**src/core/tbio_consts.svh**
```systemverilog
// register offsets, field positions, reset values for the timer B pin I/O block
// assumes inclusion by core files and the dv/ bench; defines hold no logic
`ifndef TBIO_CONSTS_SVH
`define TBIO_CONSTS_SVH

// ****************************************
// register byte offsets
// ****************************************
`define TBIO_OFF_IOC_CH1 12'h000
`define TBIO_OFF_IOC_CH2 12'h004
`define TBIO_OFF_CTRL 12'h008
`define TBIO_OFF_STATUS 12'h00c
`define TBIO_OFF_CNT_CH1 12'h010
`define TBIO_OFF_CNT_CH2 12'h014
`define TBIO_OFF_GRB_CH1 12'h018
`define TBIO_OFF_GRB_CH2 12'h01c

// ****************************************
// field positions
// ****************************************
`define TBIO_B_MODE_MSB 7
`define TBIO_B_MODE_LSB 4
`define TBIO_B_CAPTURE_BIT 7
`define TBIO_B_LEVEL_BIT 6
`define TBIO_B_SOURCE_BIT 6

// ****************************************
// reset values
// ****************************************
`define TBIO_IOC_RST 8'h00
`define TBIO_CTRL_RST 2'h0
`define TBIO_CNT_RST 16'h0000
`define TBIO_GRB_RST 16'hffff
`define TBIO_DATA_RST 32'h0000_0000

`endif

```
**src/core/tbio_pkg.sv**
```systemverilog
// types for the timer B pin I/O block
// assumes tbio_consts.svh holds the numbers
package tbio_pkg;

	typedef enum logic [1:0] {
		TBIO_ACT_HOLD = 2'b00,
		TBIO_ACT_LOW = 2'b01,
		TBIO_ACT_HIGH = 2'b10,
		TBIO_ACT_TOGGLE = 2'b11
	} tbio_act_e;

	typedef enum logic [1:0] {
		TBIO_EDGE_RISE = 2'b00,
		TBIO_EDGE_FALL = 2'b01,
		TBIO_EDGE_BOTH = 2'b10,
		TBIO_EDGE_BOTH_ALT = 2'b11
	} tbio_edge_e;

	typedef logic [15:0] tbio_count_t;

	typedef struct packed {
		logic [1:0][7:0] ioc;
		logic [1:0] run;
		logic [1:0] flag;
		logic [1:0][15:0] cnt;
		logic [1:0][15:0] grb;
		logic [1:0] lvl;
		logic [1:0] oe;
		logic [1:0] prev;
		logic [31:0] prdata;
		logic pready;
		logic pslverr;
	} tbio_state_s;

endpackage : tbio_pkg

```
**src/core/tbio_timer_b.sv**
```systemverilog
// timer B register I/O control for channels 1 and 2: compare output and capture
// assumes synchronous pin inputs, one APB master, and a one-cycle channel 0 C event pulse
`timescale 1ns/1ns
`include "tbio_consts.svh"

module tbio_timer_b #(
	parameter int CNT_W = 16,
	parameter int ADDR_W = 12
) (
	input wire logic pclk,
	input wire logic presetn,
	input wire logic psel,
	input wire logic penable,
	input wire logic pwrite,
	input wire logic [ADDR_W-1:0] paddr,
	input wire logic [31:0] pwdata,
	output logic [31:0] prdata,
	output logic pready,
	output logic pslverr,
	input wire logic ch0_c_event,
	input wire logic timer_pin_b_ch1_i,
	output logic timer_pin_b_ch1_o,
	output logic timer_pin_b_ch1_oe,
	input wire logic timer_pin_b_ch2_i,
	output logic timer_pin_b_ch2_o,
	output logic timer_pin_b_ch2_oe
);

	// ****************************************
	// elaboration checks
	// ****************************************
	if (CNT_W != 16) begin : g_bad_width
		$error("tbio_timer_b: counter width must be 16");
	end
	if (ADDR_W < 5) begin : g_bad_addr
		$error("tbio_timer_b: address too narrow for register map");
	end

	// ****************************************
	// helper functions
	// ****************************************
	function automatic logic next_level(input logic [1:0] act, input logic lvl);
		case (tbio_pkg::tbio_act_e'(act))
			tbio_pkg::TBIO_ACT_LOW: next_level = 1'b0;
			tbio_pkg::TBIO_ACT_HIGH: next_level = 1'b1;
			tbio_pkg::TBIO_ACT_TOGGLE: next_level = ~lvl;
			default: next_level = lvl;
		endcase
	endfunction : next_level

	function automatic logic edge_hit(input logic [1:0] sel, input logic rise, input logic fall);
		case (tbio_pkg::tbio_edge_e'(sel))
			tbio_pkg::TBIO_EDGE_RISE: edge_hit = rise;
			tbio_pkg::TBIO_EDGE_FALL: edge_hit = fall;
			default: edge_hit = rise | fall;
		endcase
	endfunction : edge_hit

	function automatic logic [31:0] widen(input logic [15:0] v);
		widen = {16'h0000, v};
	endfunction : widen

	// ****************************************
	// state
	// ****************************************
	tbio_pkg::tbio_state_s r;
	tbio_pkg::tbio_state_s n;
	logic [1:0] pin_in;
	logic [1:0] rise;
	logic [1:0] fall;
	logic [1:0] match;
	logic [1:0] cap;
	logic [1:0] wr_ioc;
	logic [1:0] wr_grb;
	logic [1:0] wr_cnt;
	logic setup;
	logic wr;
	logic [ADDR_W-1:0] waddr;

	assign pin_in = {timer_pin_b_ch2_i, timer_pin_b_ch1_i};

	// ****************************************
	// next state
	// ****************************************
	always_comb begin
		n = r;
		n.pready = 1'b0;
		n.pslverr = 1'b0;
		setup = psel & ~penable;
		wr = psel & penable & r.pready & pwrite;
		waddr = paddr;
		wr_ioc[0] = wr && (waddr == ADDR_W'(`TBIO_OFF_IOC_CH1));
		wr_ioc[1] = wr && (waddr == ADDR_W'(`TBIO_OFF_IOC_CH2));
		wr_cnt[0] = wr && (waddr == ADDR_W'(`TBIO_OFF_CNT_CH1));
		wr_cnt[1] = wr && (waddr == ADDR_W'(`TBIO_OFF_CNT_CH2));
		wr_grb[0] = wr && (waddr == ADDR_W'(`TBIO_OFF_GRB_CH1));
		wr_grb[1] = wr && (waddr == ADDR_W'(`TBIO_OFF_GRB_CH2));
		if (setup) begin
			n.pready = 1'b1;
			n.prdata = `TBIO_DATA_RST;
			case (paddr)
				ADDR_W'(`TBIO_OFF_IOC_CH1): n.prdata = {24'h00_0000, r.ioc[0]};
				ADDR_W'(`TBIO_OFF_IOC_CH2): n.prdata = {24'h00_0000, r.ioc[1]};
				ADDR_W'(`TBIO_OFF_CTRL): n.prdata = {30'h0000_0000, r.run};
				ADDR_W'(`TBIO_OFF_STATUS): n.prdata = {30'h0000_0000, r.flag};
				ADDR_W'(`TBIO_OFF_CNT_CH1): n.prdata = widen(r.cnt[0]);
				ADDR_W'(`TBIO_OFF_CNT_CH2): n.prdata = widen(r.cnt[1]);
				ADDR_W'(`TBIO_OFF_GRB_CH1): n.prdata = widen(r.grb[0]);
				ADDR_W'(`TBIO_OFF_GRB_CH2): n.prdata = widen(r.grb[1]);
				default: n.pslverr = 1'b1;
			endcase
		end
		if (wr && (waddr == ADDR_W'(`TBIO_OFF_CTRL))) begin
			n.run = pwdata[1:0];
		end
		n.prev = pin_in;
		for (int c = 0; c < 2; c++) begin
			rise[c] = pin_in[c] & ~r.prev[c];
			fall[c] = ~pin_in[c] & r.prev[c];
			// compare only while counting, so a stopped counter never fires
			match[c] = ~r.ioc[c][`TBIO_B_CAPTURE_BIT] & r.run[c] & (r.cnt[c] == r.grb[c]);
			if (!r.ioc[c][`TBIO_B_CAPTURE_BIT]) begin
				cap[c] = 1'b0;
			end else if (c == 0 && r.ioc[c][`TBIO_B_SOURCE_BIT]) begin
				cap[c] = ch0_c_event;
			end else begin
				// channel 2 falls here whatever bit6 holds
				cap[c] = edge_hit(r.ioc[c][5:4], rise[c], fall[c]);
			end
			if (wr_cnt[c]) begin
				n.cnt[c] = pwdata[15:0];
			end else if (r.run[c]) begin
				n.cnt[c] = r.cnt[c] + 16'h0001;
			end
			// capture beats a software write in the same cycle
			if (cap[c]) begin
				n.grb[c] = r.cnt[c];
			end else if (wr_grb[c]) begin
				n.grb[c] = pwdata[15:0];
			end
			if (match[c]) begin
				n.lvl[c] = next_level(r.ioc[c][5:4], r.lvl[c]);
			end
			if (wr_ioc[c]) begin
				n.ioc[c] = pwdata[7:0];
				if (!pwdata[`TBIO_B_CAPTURE_BIT]) begin
					n.oe[c] = |pwdata[5:4];
					n.lvl[c] = pwdata[`TBIO_B_LEVEL_BIT];
				end else begin
					n.oe[c] = 1'b0;
				end
			end
			// event beats clear
			n.flag[c] = (r.flag[c] & ~(wr && (waddr == ADDR_W'(`TBIO_OFF_STATUS)) && pwdata[c])) | cap[c] | match[c];
		end
	end

	// ****************************************
	// registers
	// ****************************************
	always_ff @(posedge pclk or negedge presetn) begin
		if (!presetn) begin
			r.ioc <= {`TBIO_IOC_RST, `TBIO_IOC_RST};
			r.run <= `TBIO_CTRL_RST;
			r.flag <= 2'h0;
			r.cnt <= {`TBIO_CNT_RST, `TBIO_CNT_RST};
			r.grb <= {`TBIO_GRB_RST, `TBIO_GRB_RST};
			r.lvl <= 2'h0;
			r.oe <= 2'h0;
			r.prev <= 2'h0;
			r.prdata <= `TBIO_DATA_RST;
			r.pready <= 1'b0;
			r.pslverr <= 1'b0;
		end else begin
			r <= n;
		end
	end

	assign prdata = r.prdata;
	assign pready = r.pready;
	assign pslverr = r.pslverr;
	assign timer_pin_b_ch1_o = r.lvl[0];
	assign timer_pin_b_ch1_oe = r.oe[0];
	assign timer_pin_b_ch2_o = r.lvl[1];
	assign timer_pin_b_ch2_oe = r.oe[1];
endmodule : tbio_timer_b

```
**config.mk**
```make
export PLATFORM = sky130hd
export DESIGN_NAME = tbio_timer_b
export DESIGN_NICKNAME = d
export VERILOG_FILES = /design/src/core/tbio_pkg.sv /design/src/core/tbio_timer_b.sv
export VERILOG_INCLUDE_DIRS = /design/src /design/src/core
export SDC_FILE = /design/constraint.sdc
export NUM_CORES = 1
export LEC_CHECK = 0
export ABC_AREA = 1
export BUFFER_PORTS_ARGS = -buffer_cell sky130_fd_sc_hd__buf_2
export CAP_MARGIN = 20
export CORE_MARGIN = 2
export CORE_UTILIZATION = 30
export CTS_CLUSTER_SIZE = 8
export DETAILED_ROUTE_END_ITERATION = 6
export PLACE_DENSITY = 0.56
export SLEW_MARGIN = 20
export SYNTH_ARGS = -nofsm -noshare
export SYNTH_HDL_FRONTEND = slang
export SYNTH_SLANG_ARGS = --single-unit
export TNS_END_PERCENT = 10
```
**constraint.sdc**
```tcl
create_clock -name pclk -period 4.2 [get_ports pclk]
set_clock_uncertainty 0.05 [all_clocks]
set_input_delay 0.84 -clock pclk [delete_from_list [all_inputs] [get_ports pclk]]
set_output_delay 0.84 -clock pclk [all_outputs]
set_load 0.01 [all_outputs]
```
After elaboration in Yosys (flattened, before gate mapping)
Cells that the tools add are included.
{ "word_totals": {"reg_bits": 108, "inputBits": 52, "elab_cells": 107} }
{ "op_classes": {"add_sub_neg": 2, "eq_ne": 15, "n_mux": 25, "bitwise_logic": 31, "n_reduce_logical": 19} }
{ "op_table": {"columns": ["operator", "n"], "rows": [
  ["16-bit 2-to-1 mux", 8],
  ["16-bit case mux with 8 select lines", 1],
  ["12-bit by 5-bit equality test with 1-bit output (second input constant)", 4],
  ["16-bit by 1-bit adder with 16-bit output (second input constant)", 2],
  ["16-bit equality test", 2],
  ["12-bit by 4-bit equality test with 1-bit output (second input constant)", 2],
  ["1-bit AND", 14],
  ["12-bit by 3-bit equality test with 1-bit output (second input constant)", 1],
  ["12-bit logical NOT", 1],
  ["1-bit 2-to-1 mux", 11],
  ["1-bit inverter", 11],
  ["1-bit logical AND", 10],
  ["2-bit equality test (second input constant)", 4],
  ["2-bit nonzero test", 4],
  ["8-bit OR reduction", 1],
  ["1-bit bitwise OR", 6],
  ["1-bit case mux with 3 select lines", 2],
  ["2-bit by 1-bit equality test with 1-bit output (second input constant)", 2],
  ["2-bit logical NOT", 2],
  ["1-bit case mux with 2 select lines", 2],
  ["2-bit 2-to-1 mux", 1],
  ["2-bit OR reduction", 1]
]} }

Logic depth before layout (Yosys ltp)
{ "depth": {"depth_word": 9, "ltp_mapped": 12} }

Worst setup path before layout
No wires, ideal clock.
{ "synth_path": {"path_type": "input to register", "from": "input timer_pin_b_ch2_i", "to": "register r[62] (netlist bit)", "setup_time_ns": 0.073, "arrival_ns": 1.971, "t_required_ns": 4.077, "path_slack_ns": 2.106, "stages": 8, "path_buffers": 1, "path_cell_list": "inv_1 > ha_1 > nand2_1 > o21ai_0 > o21ai_2 > clkbuf_1 > o21ai_0 > a21oi_1"} }
{ "synth_between": {"elab_chain_cells": 6, "word_cells_on_any_way": 8} }
{ "synth_lines": {"columns": ["element", "line", "text"], "rows": [
  ["from (decl)", "tbio_timer_b.sv:24", "input wire logic timer_pin_b_ch2_i,"],
  ["1-bit inverter", "tbio_timer_b.sv:119", "fall[c] = ~pin_in[c] & r.prev[c];"],
  ["1-bit AND", "tbio_timer_b.sv:119", null],
  ["1-bit bitwise OR", "tbio_timer_b.sv:55", "default: edge_hit = rise | fall;"],
  ["1-bit case mux with 2 select lines *", "tbio_timer_b.sv:52", "case (tbio_pkg::tbio_edge_e'(sel))"],
  ["1-bit 2-to-1 mux *", "tbio_timer_b.sv:122", "if (!r.ioc[c][`TBIO_B_CAPTURE_BIT]) begin"],
  ["16-bit 2-to-1 mux or 2-bit nonzero test (tied branches)", null, null],
  ["to (signal assigned)", "tbio_timer_b.sv:175", "r <= n;"],
  ["to (decl)", "tbio_timer_b.sv:66", "tbio_pkg::tbio_state_s r;"]
]} }
Every way passes the cells marked *; elsewhere a longest branch is shown, timed or not.
A chain may end at the register's enable or synchronous reset.

Worst setup path in the final report
{ "layout_path": {"from": "input psel", "to": "register r[43] (netlist bit)"} }
{ "layout_between": {"elab_chain_cells": 5} }
{ "layout_lines": {"columns": ["element", "line", "text"], "rows": [
  ["from (decl)", "tbio_timer_b.sv:12", "input wire logic psel,"],
  ["1-bit AND (3 in a row)", "tbio_timer_b.sv:90", "wr = psel & penable & r.pready & pwrite;"],
  ["1-bit logical AND", "tbio_timer_b.sv:96", "wr_grb[0] = wr && (waddr == ADDR_W'(`TBIO_OFF_GRB_CH1));"],
  ["2-bit nonzero test (no source line)", null, null]
]} }
Every way passes these cells.

==> impl_metrics.csv <==
group,metric,value,unit
run_status,status,"completed",
yosys,synth.yosys.seq_area_share,39.9,%
floorplanning,die_h,155,microns
cts,path_clk_slew,0.07,ns
cells_and_area,finalNonFillerCells,1269,
yosys,synth_top_area_share,27.6,%
cts,cts_tree,"built",
cells_and_area,diodes,0,
global_route,overflow,0,
yosys,netlist_instances,951,
global_route,grt_start_max_net_pins,63,
yosys,syn_area,0.00688,sq mm
worst_setup_path,worst-path-max-fanout,15,
detailed_routing,ant_nets,0,
timing,timing.hold.ws,0.423,ns
cts,cts-hold-fix-buffers,0,
pwr,switching_share,27.1,%
timing,fmax,0.381,GHz
job,max_cap_viol_count,0,
yosys,synth.distinct_cells,41,
global_route,grtUsageTotal,17.4,%
detailed_routing,drc,0,
timing,rsz0062_at_grt,"no",
worst_setup_path,critPathLaunchType,"primary input",
detailed_routing,drtIter0Drc,573,
detailed_routing,avgRoutedWirePerCell,16.2,microns
cts,cts.sinks,108,
floorplanning,rows,55,
detailed_routing,firstDrtPassIters,7,
cells_and_area,finalInstanceArea,0.00750,sq mm
cts,clk_path_buf_depth,2,
cts,clk_latency,0.37,ns
yosys,ys_ff_latch,108,
placement,gp_congestion,0.890,
cells_and_area,n_fill_cell,2449,
cts,post_cts_buffers,0,
yosys,yosys-top-cells-area,"dfrtp_1 (28%), nand2_1 (17%), dfstp_2 (12%)",
cts,root_buffer,"clkbuf_16",
yosys,synth_enable_flop_cells,0,
cts,cts_made_buffers,9,
timing,fin_crit,2.62,ns
cells_and_area,syn_to_final_growth,8.98,%
timing,slew_viol_final,0,
yosys,yosysWarnings,0,
worst_setup_path,endpoint_kind,"register",
yosys,synth-async-reset-ratio,100,%
yosys,synth.avg_cell_area,7.24,sq um
floorplanning,die_w,155,microns
cells_and_area,fin_nets,1037,
floorplanning,core_area,0.0226,sq mm
placement,dp_cells,1253,
global_route,grt_pass1_vias,5645,
pwr,switchingPower,0.578,mW
worst_setup_path,required,4.41,ns
worst_setup_path,crit_type,"primary input to register",
worst_hold_path,hp-class,"register to register",
worst_setup_path,crit_arrival,2.84,ns
timing,hold_violations,0,
global_route,grt_pass1_wl,32.1,mm
floorplanning,io_pins,90,
pwr,total_power,2.13,mW
timing,setup_tns,0,ns
timing,relSlewSlack,45.1,%
timing,setup_viol,0,
detailed_routing,drt-total-wl,20.6,mm
timing,worstMarginPinSlew,0.820,ns
placement,placed_area,0.00721,sq mm
pwr,p_int,1.56,mW
placement,dpl.hpwl,15.2,mm
pwr,ir_drop,0.178,mV
detailed_routing,vias,6128,
global_route,antenna_found_initial,1,
yosys,synth_largest_area_cell,"dfrtp_1",
floorplanning,design.die.area,0.0242,sq mm
floorplanning,start_util,30.5,%
pwr,power_density,284,mW/mm^2
pwr,combPwrFrac,8.8,%
cts,ctsResizeCount,0,
pwr,clock_power_share,39.9,%
cts,htree_levels,3,
cells_and_area,drive_above_1_share,15.8,%
pwr,pwr-share-seq,51.3,%
timing,min_period_over_period,62.5,%
yosys,ys_dominant_reg_cell,"dfrtp_1",
detailed_routing,vias_per_cell,4.83,
pwr,p_leak,3.69,nW
placement,placement.io_buffers,57,
## power by group through the flow
stage	clock network, mW	logic [mW]	registers, mW
floorplan	0	0.110	1.11
global route	0.914	0.211	1.10
detailed placement	0	0.189	1.11
global placement	0	0.188	1.11
finish	0.850	0.188	1.10
CTS	0.874	0.189	1.10
## per-layer routing
layer	vias up	routed length, microns	global-route usage [%]
met3	30	1190	3.59
li1	3043	-	-
met5	-	10	0
met2	197	8920	25.9
met1	2856	9950	25.3
met4	2	498	5.29
## layout make-up
cell class                      instances  area (sq um)  area share (%)
Sequential cell                       108          2740            36.6
Timing Repair Buffer                   64           340            4.54
Clock inverter                          6          47.5           0.634
Inverter                              112           423            5.64
Tap cell                              285           357            4.75
Multi-Input combinational cell        684          3350            44.7
Clock buffer                           10           239            3.19
## layout by cell type (no fill, tap or decap), types with 14 or more instances in the layout
cell / Yosys / layout
nand2_1: 316 / 316
o21ai_1: 33 / 33
nor2_1: 63 / 63
o211ai_1: 14 / 14
a21oi_1: 17 / 17
o21ai_0: 84 / 84
xor2_1: 22 / 22
nand3_1: 35 / 35
dfrtp_1: 76 / 76
inv_1: 103 / 103
conb_1: 1 / 16
dfstp_2: 32 / 32
buf_2: 11 / 56
## synthesized netlist by cell type, drive strengths merged, types with 10 or more instances
cell type,count
nand2,324
o21ai,123
inv,111
dfrtp,76
nor2,74
buf,52
nand3,37
dfstp,32
xor2,22
a21oi,17
o211ai,17
nor3,12
o221ai,11
clkbuf,10
nand4,10
## worst max-delay path, stage by stage
cell and delay (ns):
buf_2 0.09, nand4_1 0.34, inv_2 0.30, nand4_2 0.41, nand2_1 0.65, o221ai_1 0.20
## kinds of logic after synthesis
logic type | after synthesis | share of synthesized area, %
flops | 108 | 39.9
xor+xnor | 27 | 3.44
compound gates | 175 | 14.7
simple gates | 460 | 28.5
fa+ha+maj | 6 | 1.09
buf+inv | 174 | 12.3
other cells | 1 | 0.0545
## worst paths after layout
kind / startpoint / to / slack [ns] / cells past startpoint
worst min-delay path: prdata[7] / prdata[7] / 0.42 / 2
worst max-delay path: psel / r[43] / 1.58 / 6
max in group asynchronous: presetn / r[44] / 2.67 / 2
worst min register to register: prdata[7] / prdata[7] / 0.42 / 2
worst max register to register: pready / r[43] / 1.79 / 5
min in group asynchronous: presetn / r[100] / 0.52 / 1
## state kept, by name (all words and copies together) (netlist names)
name,count
pslverr,1
timer_pin_b_ch1_oe,1
timer_pin_b_ch2_oe,1
r,86
timer_pin_b_ch1_o,1
pready,1
prdata,16
timer_pin_b_ch2_o,1
## metrics by stage
step                      setup slack, ns  util, %
after floorplan                      2.11        -
after global placement               1.29     32.0
after detailed placement             1.28     32.0
after CTS                            1.68     33.2
after global routing                 1.43     33.2
final                                1.58     33.2
Power figures use the tool's default switching activity.
